===== config.mk =====
export PLATFORM = sky130hd
export DESIGN_NAME = spc_self_program
export DESIGN_NICKNAME = d
export VERILOG_FILES = /design/src/spc_pkg.sv /design/src/spc_page_buffer.sv /design/src/spc_self_program.sv
export SDC_FILE = /design/constraint.sdc
export NUM_CORES = 1
export LEC_CHECK = 0
export BUFFER_PORTS_ARGS = -buffer_cell sky130_fd_sc_hd__buf_4
export CORE_UTILIZATION = 49
export CTS_BUF_LIST = sky130_fd_sc_hd__clkbuf_8 sky130_fd_sc_hd__clkbuf_16
export DETAILED_ROUTE_END_ITERATION = 7
export MAX_ROUTING_LAYER = met4
export PLACE_DENSITY = 0.82
export SYNTH_ARGS = -nofsm -noshare
export SYNTH_HDL_FRONTEND = slang
export SYNTH_SLANG_ARGS = --single-unit
export TNS_END_PERCENT = 5

===== constraint.sdc =====
create_clock -name clk -period 5.85 [get_ports clk]
set_input_delay 1.17 -clock clk [delete_from_list [all_inputs] [get_ports clk]]
set_output_delay 1.17 -clock clk [all_outputs]
set_load 0.1 [all_outputs]

===== src/spc_pkg.sv =====
// package of constants and carrier types for the self-programming control
package spc_pkg;
  localparam logic [31:0] SPC_CSR_ADDR      = 32'h0000_0000;
  localparam logic [31:0] SPC_LOCK_ADDR     = 32'h0000_0004;
  localparam logic [31:0] SPC_FUSE_ADDR     = 32'h0000_0008;
  localparam logic [31:0] SPC_STATUS_ADDR   = 32'h0000_000C;
  localparam logic [7:0]  SPC_CSR_RESET     = 8'h00;
  localparam logic [7:0]  SPC_LOCK_RESET    = 8'hFF;
  localparam int          SPC_BIT_IRQ_EN    = 7;
  localparam int          SPC_BIT_BUSY      = 6;
  localparam int          SPC_BIT_REENABLE  = 4;
  localparam int          SPC_BIT_LOCK_SET  = 3;
  localparam int          SPC_BIT_PG_WRITE  = 2;
  localparam int          SPC_BIT_PG_ERASE  = 1;
  localparam int          SPC_BIT_ENABLE    = 0;
  localparam logic [4:0]  SPC_CMD_REENABLE  = 5'h11;
  localparam logic [4:0]  SPC_CMD_LOCK_SET  = 5'h09;
  localparam logic [4:0]  SPC_CMD_PG_WRITE  = 5'h05;
  localparam logic [4:0]  SPC_CMD_PG_ERASE  = 5'h03;
  localparam logic [4:0]  SPC_CMD_BUF_LOAD  = 5'h01;
  localparam logic [2:0]  SPC_STORE_WINDOW  = 3'h4;
  localparam logic [2:0]  SPC_LOAD_WINDOW   = 3'h3;
  localparam logic [15:0] SPC_APP_RESET     = 16'h0000;
  localparam int          SPC_PROG_TIME_NS  = 4000;
  localparam int          SPC_CLK_NS        = 10;
  localparam int          SPC_PROG_CYCLES   =
    (SPC_PROG_TIME_NS + SPC_CLK_NS - 1) / SPC_CLK_NS;
  localparam logic [1:0]  SPC_RESP_OKAY     = 2'h0;
  localparam logic [1:0]  SPC_RESP_SLVERR   = 2'h2;

  typedef enum logic [1:0] {
    SPC_IDLE    = 2'b00,
    SPC_ARMED   = 2'b01,
    SPC_PROGRAM = 2'b10
  } spc_phase_type;

  typedef struct packed {
    logic        store_valid;
    logic        load_valid;
    logic [15:0] pointer;
    logic [15:0] data_word;
  } spc_cpu_req_type;

  typedef struct packed {
    logic        cpu_halt;
    logic        section_busy_flag;
    logic        ready_irq;
    logic        load_valid;
    logic [7:0]  load_data;
    logic [15:0] reset_vector;
  } spc_cpu_rsp_type;

  typedef struct packed {
    logic        start;
    logic        erase;
    logic [15:0] page_word_addr;
  } spc_flash_cmd_type;
endpackage


===== src/spc_page_buffer.sv =====
// temporary page buffer holding one flash page of words
`timescale 1ns/100ps
`default_nettype none
module spc_page_buffer #(
  parameter int WORD_BITS = 5
) (
  input  wire logic                 clk,
  input  wire logic                 rst,
  input  wire logic                 wr_en,
  input  wire logic [WORD_BITS-1:0] wr_addr,
  input  wire logic [15:0]          wr_data,
  input  wire logic                 clear,
  input  wire logic [WORD_BITS-1:0] rd_addr,
  output logic      [15:0]          rd_data
);
  import spc_pkg::*;
  localparam int DEPTH = 1 << WORD_BITS;
  logic [15:0]     mem [DEPTH];
  logic [DEPTH-1:0] filled;

  // erased cells read as all ones, like erased flash
  always_ff @(posedge clk) begin
    if (wr_en) begin
      mem[wr_addr] <= wr_data;
    end
  end

  always_ff @(posedge clk or posedge rst) begin
    if (rst) begin
      filled <= '0;
    end else if (clear) begin
      filled <= '0;
    end else if (wr_en) begin
      filled[wr_addr] <= 1'b1;
    end
  end

  always_ff @(posedge clk or posedge rst) begin
    if (rst) begin
      rd_data <= 16'hFFFF;
    end else begin
      rd_data <= filled[rd_addr] ? mem[rd_addr] : 16'hFFFF;
    end
  end
endmodule
`default_nettype wire


===== src/spc_self_program.sv =====
// self-programming control: csr, command arming, page ops, lock readback
// Overview of operation
// - boot fuse picks application or loader reset
// - fuses are read-only to the cpu
// - ready irq while enable bit is zero
// - busy flag set on concurrent-section page op
// - busy clears on reenable or buffer load
// - reenable refused while erase or write runs
// - reenable during loading discards buffered data
// - lock set programs lock bits from r0
// - load within three cycles reads lock/fuse
// - page write stores buffer to pointer page
// - page erase clears page at pointer page
// - halting-section page op stalls the cpu
// - enable arms store for four cycles
// - enable alone loads r1:r0 into buffer
// - only five command patterns take effect
// - bit five reads as zero
// - split pointer into word and page, latched
// - loads pick lock or fuse by byte pointer bit zero only
// - lock bits only programmed, never erased here
`timescale 1ns/100ps
`default_nettype none
module spc_self_program #(
  parameter int          WORD_BITS      = 5,
  parameter logic [15:0] HALT_SECT_BASE = 16'h0C00,
  parameter logic [15:0] BOOT_RESET     = 16'h0C00,
  parameter int          PROG_CYCLES    = spc_pkg::SPC_PROG_CYCLES
) (
  input  wire logic                       clk,
  input  wire logic                       rst,
  input  wire logic [31:0]                s_axi_awaddr,
  input  wire logic                       s_axi_awvalid,
  output logic                            s_axi_awready,
  input  wire logic [31:0]                s_axi_wdata,
  input  wire logic [3:0]                 s_axi_wstrb,
  input  wire logic                       s_axi_wvalid,
  output logic                            s_axi_wready,
  output logic      [1:0]                 s_axi_bresp,
  output logic                            s_axi_bvalid,
  input  wire logic                       s_axi_bready,
  input  wire logic [31:0]                s_axi_araddr,
  input  wire logic                       s_axi_arvalid,
  output logic                            s_axi_arready,
  output logic      [31:0]                s_axi_rdata,
  output logic      [1:0]                 s_axi_rresp,
  output logic                            s_axi_rvalid,
  input  wire logic                       s_axi_rready,
  input  wire logic                       global_irq_enable,
  input  wire logic                       boot_vector_fuse,
  input  wire logic [7:0]                 fuse_low,
  input  wire spc_pkg::spc_cpu_req_type   cpu_req,
  output spc_pkg::spc_cpu_rsp_type        cpu_rsp,
  output spc_pkg::spc_flash_cmd_type      flash_cmd,
  output logic      [15:0]                flash_wdata
);
  import spc_pkg::*;
  localparam int CNT_W = $clog2(PROG_CYCLES + 1);

  typedef struct packed {
    spc_phase_type    phase;
    logic [7:0]       csr;
    logic [2:0]       window;
    logic [CNT_W-1:0] prog_cnt;
    logic             halting;
    logic             loading;
    logic [7:0]       lock_bits;
    logic [15:0]      latched_addr;
    logic             aw_held;
    logic             w_held;
    logic [31:0]      aw_addr;
    logic [31:0]      w_data;
    logic             w_strb0;
    logic             bvalid;
    logic [1:0]       bresp;
    logic             rvalid;
    logic [31:0]      rdata;
    logic [1:0]       rresp;
    logic             ld_valid;
    logic [7:0]       ld_data;
    logic [15:0]      rst_vec;
    logic             cmd_start;
    logic             cmd_erase;
  } spc_state_type;

  spc_state_type state;
  spc_state_type next_state;
  logic          buf_wr;
  logic          buf_clear;
  logic [15:0]   buf_rd;
  logic [4:0]    cmd;
  logic          csr_write;

  spc_page_buffer #(
    .WORD_BITS(WORD_BITS)
  ) u_buffer (
    .clk    (clk),
    .rst    (rst),
    .wr_en  (buf_wr),
    .wr_addr(cpu_req.pointer[WORD_BITS:1]),
    .wr_data(cpu_req.data_word),
    .clear  (buf_clear),
    .rd_addr(state.latched_addr[WORD_BITS-1:0]),
    .rd_data(buf_rd)
  );

  always_comb begin
    next_state = state;
    buf_wr     = 1'b0;
    buf_clear  = 1'b0;
    next_state.cmd_start = 1'b0;
    next_state.ld_valid  = 1'b0;
    // vector follows the fuse continuously; fuse is an input only
    next_state.rst_vec = boot_vector_fuse ? SPC_APP_RESET
                                          : BOOT_RESET;
    // axi write side: address and data taken in either order
    if (s_axi_awvalid && !state.aw_held) begin
      next_state.aw_held = 1'b1;
      next_state.aw_addr = s_axi_awaddr;
    end
    if (s_axi_wvalid && !state.w_held) begin
      next_state.w_held = 1'b1;
      next_state.w_data = s_axi_wdata;
      // strobe kept with the data: the master may drop it once w is taken
      next_state.w_strb0 = s_axi_wstrb[0];
    end
    csr_write = 1'b0;
    cmd       = state.w_data[4:0];
    if (state.aw_held && state.w_held && !state.bvalid) begin
      next_state.aw_held = 1'b0;
      next_state.w_held  = 1'b0;
      next_state.bvalid  = 1'b1;
      next_state.bresp   = SPC_RESP_OKAY;
      if (state.aw_addr == SPC_CSR_ADDR) begin
        if (state.w_data[0] == 1'b1 || state.w_data[0] == 1'b0) begin
          csr_write = 1'b1;
        end
      end else if (state.aw_addr != SPC_LOCK_ADDR &&
                   state.aw_addr != SPC_FUSE_ADDR &&
                   state.aw_addr != SPC_STATUS_ADDR) begin
        next_state.bresp = SPC_RESP_SLVERR;
      end
    end
    if (state.bvalid && s_axi_bready) begin
      next_state.bvalid = 1'b0;
    end
    if (csr_write && state.w_strb0) begin
      next_state.csr[SPC_BIT_IRQ_EN] = state.w_data[SPC_BIT_IRQ_EN];
      // command bits only take while idle; busy op keeps enable high
      if (state.phase == SPC_IDLE) begin
        unique case (cmd)
          SPC_CMD_REENABLE, SPC_CMD_LOCK_SET, SPC_CMD_PG_WRITE,
          SPC_CMD_PG_ERASE, SPC_CMD_BUF_LOAD: begin
            next_state.csr[4:0] = cmd;
            next_state.phase    = SPC_ARMED;
            next_state.window   = SPC_STORE_WINDOW;
            if (cmd == SPC_CMD_REENABLE && state.loading) begin
              buf_clear          = 1'b1;
              next_state.loading = 1'b0;
            end
          end
          default: begin
          end
        endcase
      end
    end
    // armed window countdown
    if (state.phase == SPC_ARMED) begin
      if (state.window == 3'h1) begin
        next_state.csr[4:0] = 5'h00;
        next_state.phase    = SPC_IDLE;
      end else begin
        next_state.window = state.window - 3'h1;
      end
      if (cpu_req.load_valid && state.csr[4:0] == SPC_CMD_LOCK_SET &&
          state.window > (SPC_STORE_WINDOW - SPC_LOAD_WINDOW)) begin
        next_state.ld_valid = 1'b1;
        next_state.ld_data  = cpu_req.pointer[0] ? state.lock_bits
                                                 : fuse_low;
        next_state.csr[4:0] = 5'h00;
        next_state.phase    = SPC_IDLE;
      end else if (cpu_req.store_valid) begin
        next_state.csr[4:0] = 5'h00;
        next_state.phase    = SPC_IDLE;
        unique case (state.csr[4:0])
          SPC_CMD_BUF_LOAD: begin
            buf_wr                             = 1'b1;
            next_state.loading                 = 1'b1;
            next_state.csr[SPC_BIT_BUSY]       = 1'b0;
          end
          SPC_CMD_REENABLE: begin
            next_state.csr[SPC_BIT_BUSY] = 1'b0;
            buf_clear                    = 1'b1;
            next_state.loading           = 1'b0;
          end
          SPC_CMD_LOCK_SET: begin
            // r0 bits can only program (clear) lock bits
            next_state.lock_bits = state.lock_bits &
                                   cpu_req.data_word[7:0];
          end
          SPC_CMD_PG_WRITE, SPC_CMD_PG_ERASE: begin
            next_state.phase    = SPC_PROGRAM;
            next_state.csr[4:0] = state.csr[4:0];
            next_state.prog_cnt = CNT_W'(PROG_CYCLES);
            next_state.latched_addr = {1'b0, cpu_req.pointer[15:WORD_BITS+1],
                                       WORD_BITS'(0)};
            next_state.cmd_start = 1'b1;
            next_state.cmd_erase = state.csr[SPC_BIT_PG_ERASE];
            if ({1'b0, cpu_req.pointer[15:1]} >= HALT_SECT_BASE) begin
              next_state.halting = 1'b1;
            end else begin
              next_state.csr[SPC_BIT_BUSY] = 1'b1;
            end
          end
          default: begin
          end
        endcase
      end
    end
    if (state.phase == SPC_PROGRAM) begin
      if (state.prog_cnt == '0) begin
        next_state.phase    = SPC_IDLE;
        next_state.csr[4:0] = 5'h00;
        next_state.halting  = 1'b0;
        if (state.csr[SPC_BIT_PG_WRITE]) begin
          buf_clear          = 1'b1; // buffer auto-erases after write
          next_state.loading = 1'b0;
        end
      end else begin
        next_state.prog_cnt = state.prog_cnt - CNT_W'(1);
      end
    end
    // axi read side
    if (s_axi_arvalid && !state.rvalid) begin
      next_state.rvalid = 1'b1;
      next_state.rresp  = SPC_RESP_OKAY;
      unique case (s_axi_araddr)
        SPC_CSR_ADDR:    next_state.rdata = {24'h0, state.csr[7:6], 1'b0,
                                             state.csr[4:0]};
        SPC_LOCK_ADDR:   next_state.rdata = {24'h0, state.lock_bits};
        SPC_FUSE_ADDR:   next_state.rdata = {24'h0, fuse_low};
        SPC_STATUS_ADDR: next_state.rdata = {29'h0, state.loading,
                                             state.halting,
                                             state.phase == SPC_PROGRAM};
        default: begin
          next_state.rdata = 32'h0;
          next_state.rresp = SPC_RESP_SLVERR;
        end
      endcase
    end
    if (state.rvalid && s_axi_rready) begin
      next_state.rvalid = 1'b0;
    end
  end

  always_ff @(posedge clk or posedge rst) begin
    if (rst) begin
      state       <= '0;
      state.phase <= SPC_IDLE;
      state.csr   <= SPC_CSR_RESET;
      state.lock_bits <= SPC_LOCK_RESET;
      state.rst_vec   <= SPC_APP_RESET;
    end else begin
      state <= next_state;
    end
  end

  assign s_axi_awready = !state.aw_held;
  assign s_axi_wready  = !state.w_held;
  assign s_axi_bvalid  = state.bvalid;
  assign s_axi_bresp   = state.bresp;
  assign s_axi_arready = !state.rvalid;
  assign s_axi_rvalid  = state.rvalid;
  assign s_axi_rdata   = state.rdata;
  assign s_axi_rresp   = state.rresp;

  always_comb begin
    cpu_rsp.cpu_halt          = state.halting;
    cpu_rsp.section_busy_flag = state.csr[SPC_BIT_BUSY];
    cpu_rsp.ready_irq         = state.csr[SPC_BIT_IRQ_EN] &&
                                global_irq_enable &&
                                !state.csr[SPC_BIT_ENABLE];
    cpu_rsp.load_valid        = state.ld_valid;
    cpu_rsp.load_data         = state.ld_data;
    cpu_rsp.reset_vector      = state.rst_vec;
    flash_cmd.start           = state.cmd_start;
    flash_cmd.erase           = state.cmd_erase;
    flash_cmd.page_word_addr  = state.latched_addr;
  end
  // page write data is the buffer word at the latched word address, word 0 of the page
  assign flash_wdata = buf_rd;
endmodule
`default_nettype wire


==> flow_metrics.env, run 1 <==
export IMPL_antenna_found_initial=2
export IMPL_drv_slew=0
export IMPL_p_per_area_nw_per_um2=359
export IMPL_die_w_um=116
export IMPL_die_h_um=116
export IMPL_syn_area_um2=6350
export IMPL_crit_path_start="global_irq_enable"
export IMPL_root_buffer="clkbuf_16"
export IMPL_grt_pass1_vias=4472
export IMPL_start_util=0.504
export IMPL_ios=254
export IMPL_drt_iter0_markers=270
export IMPL_drive_above_1_share=0.404
export IMPL_worst_skew_pair_late_latency_ps=420
export IMPL_syn2layout_area_growth_pct=26.1
export IMPL_status="complete, no violations"
export IMPL_yosysTopAreaCellShare=0.390
export IMPL_finalPower_w=0.00288
export IMPL_firstDrtPassIters=7
export IMPL_wirelength_mm=14.2
export IMPL_cts_sinks=139
export IMPL_fin_setup_tns_ps=0
export IMPL_fin_cells=880
export IMPL_critPathCaptureType="primary output"
export IMPL_crit_fanout=1
export IMPL_period_share=0.487
export IMPL_core_um2=12600
export IMPL_relSlewSlack=0.293
export IMPL_period_minus_slack_ps=2850
export IMPL_cp_arrival_ps=1680
export IMPL_synth_mux_area_frac=0.105
export IMPL_numCtsBuffers=17
export IMPL_fill_cells=977
export IMPL_hold_depth=1
export IMPL_grt_max_degree=91
export IMPL_cts_resized=0
export IMPL_row_count=41
export IMPL_clock_skew_ps=13.0
export IMPL_globalplace_congestion=0.855
export IMPL_reg2regPathDepth=5
export IMPL_post_drt_wl_per_cell_um=16.1
export IMPL_synth_edf_count=16
export IMPL_min_from="u_buffer.mem[0][0]"
export IMPL_synth_xor_area_frac=0.00276
export IMPL_hpwl_mm=10.5
export IMPL_yosysUniqueCellTypes=52
export IMPL_synth_top_family_by_area="simple AND/OR/NAND/NOR gates"
export IMPL_rsz0062_at_grt="false"
export IMPL_synthAdderAreaFrac=0.00591
export IMPL_drc=0
export IMPL_crit_type="in -> out"
export IMPL_synth_main_ff_cell="dfrtp_1"
export IMPL_hold_violations=0
export IMPL_clkTransAtPathRegs_ps=60
export IMPL_cts_tree="built"
export IMPL_startpoint_type="input port"
export IMPL_vdd_drop_max_v=0.000339
export IMPL_synth_cells=547
export IMPL_yosys_register_bits=139
export IMPL_setup_violations=0
export IMPL_worst_r2r_startpoint="state[114]"
export IMPL_nNetsFinal=847
export IMPL_place_inst=846
export IMPL_cap_viol_max_count=0
export IMPL_worstPathRequired_ps=4680
export IMPL_p_leak_nw=3.69
export IMPL_yosysSeqAreaShare=0.565
export IMPL_syn_avg_cell_area_um2=11.6
export IMPL_worstHoldPathType="reg -> reg"
export IMPL_grt_overflow_total=0
export IMPL_synth_simple_area_share=0.134
export IMPL_async_flop_share=0.885
export IMPL_postCtsHoldBufs=0
export IMPL_synthTopCellsByArea="dfrtp_1, dfstp_2, buf_4, edfxtp_1, mux2_2"
export IMPL_grt_pass1_wl_mm=21.6
export IMPL_viasPerCell=5.12
export IMPL_io_buffers=178
export IMPL_ant_nets=0
export IMPL_synth_compound_area_frac=0.0728
export IMPL_dieArea_um2=13400
export IMPL_timing_fmax_mhz=351
export IMPL_yosys_warnings=0
export IMPL_tightest_slew_ps=1060
export IMPL_clock_path_buffers=2
export IMPL_yosys_area_top_type="dfrtp_1"
export IMPL_vias=4506
export IMPL_grtUsageTotal=0.223
export IMPL_cts_max_level=4
export IMPL_post_cts_setup_buffer_count=0
-- area by class of cell --
cell class	instances	area [um2]	area share
clock buffer	18	439	0.0548
clock inverter	14	146	0.0183
tap	172	215	0.0268
multi-input combinational	341	2210	0.276
inverter	13	51.3	0.00640
antenna	2	5.00	0.000624
sequential	139	3590	0.448
timing repair buffer	181	1360	0.170
-- cell usage after synthesis, drive strengths merged, types with 2 or more instances --
cell type,n
o21ai,18
xnor2,2
a31oi,3
dfstp,24
a211oi,2
a21oi,12
o22a,2
nor3b,4
nor4b,3
nand4,5
nor3,7
buf,86
a22o,10
or4,3
inv,13
nor4,17
nand3b,3
mux2,40
nor2b,6
nand2,53
or2,2
nor2,27
o21a,12
nand3,7
ha,3
or3,2
mux2i,15
edfxtp,16
nand2b,20
mux4,3
clkbuf,13
dfrtp,99
-- worst max-delay path, cell delays in order --
cell and delay (ps):
buf_4 70, and3b_1 150, buf_4 280
-- metal layers --
metal | vias up | share of wire | global-route usage
li1 | 2088 | - | -
met1 | 2201 | 0.38 | 0.241
met2 | 196 | 0.53 | 0.375
met3 | 21 | 0.081 | 0.0785
met4 | 0 | 0.016 | 0.0855
met5 | - | 0 | -
-- through the flow --
| stage | instance area (um2) | util | hold WS [ps] | setup WS [ps] |
|---|---|---|---|---|
| final | 8020 | 0.635 | 429 | 3000 |
| after detailed placement | 7430 | 0.588 | 419 | 2750 |
| after floorplan | 6520 | - | 410 | 1450 |
| after global placement | 7430 | 0.588 | 412 | 2790 |
| after CTS | 8010 | 0.635 | 432 | 3000 |
| after global routing | 8020 | 0.635 | 447 | 2840 |
-- final timing paths --
| path | endpoint | slack (ps) |
|---|---|---|
| max | cpu_rsp[25] | 3000 |
| min | u_buffer.rd_data[0] | 430 |
| max reg2reg | state[177] | 3440 |
| min reg2reg | u_buffer.rd_data[0] | 430 |
| max in group asynchronous | state[118] | 3820 |
| min in group asynchronous | cmd[1] | 1000 |
-- flip-flops by register name, indices dropped and copies added, names as in the netlist --
name,count
s_axi_bvalid,1
cpu_rsp,12
state,65
u_buffer.filled,1
s_axi_rresp,1
s_axi_rdata,8
s_axi_rvalid,1
u_buffer.rd_data,16
u_buffer.mem,16
s_axi_bresp,1
flash_cmd,12
cmd,5
-- cell usage in the layout (no fill, tap or decap), types with 3 or more instances in the layout --
master     instances
a31oi_1            3
dfrtp_1           99
nor3_1             7
inv_6              4
mux2_2            40
nand2_1           53
edfxtp_1          16
nor4_1            16
o21ai_0           18
nor2_1            27
nor2b_1            5
mux4_2             3
o21a_1            12
inv_1             13
conb_1            46
nand3_1            7
nand4_1            5
nor4b_1            3
nor3b_1            4
ha_1               3
nand2b_1          20
dfstp_2           24
clkbuf_16         17
or4_1              3
buf_4            181
nand3b_1           3
a21oi_1           12
a22o_1            10
clkinv_2           3
mux2i_1           15
-- report_power, final --
| group | internal, W | leakage, nW | switching [W] |
|---|---|---|---|
| combinational | 0.000234 | 1.77 | 0.000368 |
| clock | 0.000640 | 0.289 | 0.000409 |
| sequential | 0.00113 | 1.63 | 0.0000968 |
-- logic make-up after synthesis --
group / Yosys count
DFF: 139
muxes: 58
adders and majority gates: 3
and+or+nand+nor: 163
AOI/OAI and AO/OA: 69
xor gates and xnor gates: 2
buffers and inverters: 112
other: 1
Power figures use the tool's default switching activity.
==> run 2: changes to the inputs <==
--- a/config.mk
+++ b/config.mk
@@ -6,11 +6,11 @@
 export NUM_CORES = 1
 export LEC_CHECK = 0
 export BUFFER_PORTS_ARGS = -buffer_cell sky130_fd_sc_hd__buf_4
-export CORE_UTILIZATION = 49
+export CORE_UTILIZATION = 44
 export CTS_BUF_LIST = sky130_fd_sc_hd__clkbuf_8 sky130_fd_sc_hd__clkbuf_16
 export DETAILED_ROUTE_END_ITERATION = 7
 export MAX_ROUTING_LAYER = met4
-export PLACE_DENSITY = 0.82
+export PLACE_DENSITY = 0.78
 export SYNTH_ARGS = -nofsm -noshare
 export SYNTH_HDL_FRONTEND = slang
 export SYNTH_SLANG_ARGS = --single-unit
==> constraint.sdc (replaced) <==
create_clock -name clk -period 2.45 [get_ports clk]
set_input_delay 0.49 -clock clk [delete_from_list [all_inputs] [get_ports clk]]
set_output_delay 0.49 -clock clk [all_outputs]
set_load 0.1 [all_outputs]
==> run 2 against run 1 <==
Net effect:
- sequential power grew 140%
- largest cell class unchanged
- largest power group unchanged
- final cell count grew 1.4%
- global-route usage shrank 2.3 points
==> flow_metrics.env, run 2 (same netlist as run 1, synthesis figures left out) <==
export IMPL_drv_slew=0
export IMPL_post_drt_wl_per_cell_um=15.8
export IMPL_cap_viol_max_count=0
export IMPL_grt_pass1_wl_mm=21.7
export IMPL_place_inst=860
export IMPL_clkTransAtPathRegs_ps=60
export IMPL_nNetsFinal=853
export IMPL_dieArea_um2=14900
export IMPL_relSlewSlack=0.606
export IMPL_fill_cells=1175
export IMPL_grt_overflow_total=0
export IMPL_post_cts_setup_buffer_count=0
export IMPL_rsz0062_at_grt="false"
export IMPL_drc=0
export IMPL_hpwl_mm=10.8
export IMPL_top_register="state"
export IMPL_worstHoldPathType="in -> async"
export IMPL_clock_path_buffers=2
export IMPL_status="complete, no violations"
export IMPL_postCtsHoldBufs=0
export IMPL_numCtsBuffers=17
export IMPL_vias=4475
export IMPL_die_w_um=122
export IMPL_worstPathRequired_ps=2750
export IMPL_crit_fanout=6
export IMPL_layout_commonest_cell="buf_4"
export IMPL_finish_instance_area_um2=8080
export IMPL_grtUsageTotal=0.200
export IMPL_placed_area_um2=7490
export IMPL_cts_resized=0
export IMPL_tightest_slew_ps=591
export IMPL_period_share=0.947
export IMPL_grt_pass1_vias=4461
export IMPL_antenna_found_initial=0
export IMPL_row_count=43
export IMPL_viasPerCell=5.02
export IMPL_drt_iter0_markers=251
export IMPL_cts_max_level=4
export IMPL_die_h_um=122
export IMPL_n_antenna_cell=0
export IMPL_finalPower_w=0.00685
export IMPL_layout_common_cells="buf_4, dfrtp_1, nand2_1"
export IMPL_p_per_area_nw_per_um2=848
export IMPL_syn2layout_area_growth_pct=27.2
export IMPL_drive_above_1_share=0.407
export IMPL_core_um2=14000
export IMPL_cts_tree="built"
export IMPL_grt_max_degree=70
export IMPL_period_minus_slack_ps=2320
export IMPL_largest_reg_flops=65
export IMPL_setup_violations=0
export IMPL_p_leak_nw=3.73
export IMPL_fin_cells=892
export IMPL_largestRegisters="state: 65 flops, u_buffer.mem: 16 flops, u_buffer.rd_data: 16 flops"
export IMPL_startpoint_type="flop"
export IMPL_io_buffers=178
export IMPL_hold_violations=0
export IMPL_timing_fmax_mhz=431
export IMPL_crit_type="reg -> reg"
export IMPL_cp_arrival_ps=2620
export IMPL_clock_skew_ps=5.55
export IMPL_ant_nets=0
export IMPL_ios=254
export IMPL_critPathCaptureType="flop"
export IMPL_worst_skew_pair_late_latency_ps=410
export IMPL_r2r_slack_ps=130
export IMPL_vdd_drop_max_v=0.000586
export IMPL_start_util=0.454
export IMPL_firstDrtPassIters=4
export IMPL_wirelength_mm=14.1
export IMPL_cts_sinks=139
export IMPL_root_buffer="clkbuf_16"
export IMPL_globalplace_congestion=0.829
## run 2: final cells by class
cell class                      instances  area, um2  area share
Sequential cell                       139       3590       0.444
Multi-Input combinational cell        341       2210       0.274
Timing Repair Buffer                  187       1420       0.175
Clock buffer                           19        464      0.0574
Tap cell                              180        225      0.0279
Clock inverter                         13        125      0.0155
Inverter                               13       52.6     0.00650
## run 2: layer usage
| metal | part of all wire | GRT usage | routed length, um |
|---|---|---|---|
| met1 | 0.38 | 0.222 | 5430 |
| met2 | 0.53 | 0.344 | 7470 |
| met3 | 0.069 | 0.0482 | 980 |
| met4 | 0.018 | 0.0785 | 250 |
| met5 | 0 | - | 0 |
## run 2: critical path, stage by stage, from the launching register on
cell and delay (ps):
dfrtp_1 370, or4_1 540, or3_4 410, or2_1 310, nor3b_1 230, mux2_2 350
## run 2: final timing paths
path	startpoint	to	cells past startpoint
hold reg to reg	u_buffer.mem[0][3]	u_buffer.rd_data[3]	1
hold / removal	rst	cpu_rsp[10]	2
setup / recovery	state[114]	state[177]	5
setup reg to reg	state[114]	state[177]	5
max in group asynchronous	rst	state[124]	3
min in group clk	boot_vector_fuse	cpu_rsp[10]	2
## run 2: where the power goes
part | internal [W] | switching, W | leakage (nW)
Sequential | 0.00270 | 0.000229 | 1.63
Combinational | 0.000561 | 0.000874 | 1.80
Clock | 0.00157 | 0.000922 | 0.296
Total | 0.00483 | 0.00202 | 3.73
## run 2: stage by stage
step	utilization	hold slack (ps)	worst slack (ps)	TNS, ps
2_1_floorplan	-	410	-72.1	-541
3_3_place_gp	0.536	413	166	0
3_5_place_dp	0.536	418	131	0
4_1_cts	0.578	78.1	124	0
5_1_grt	0.578	102	7.36	0
6_report	0.578	88.0	129	0
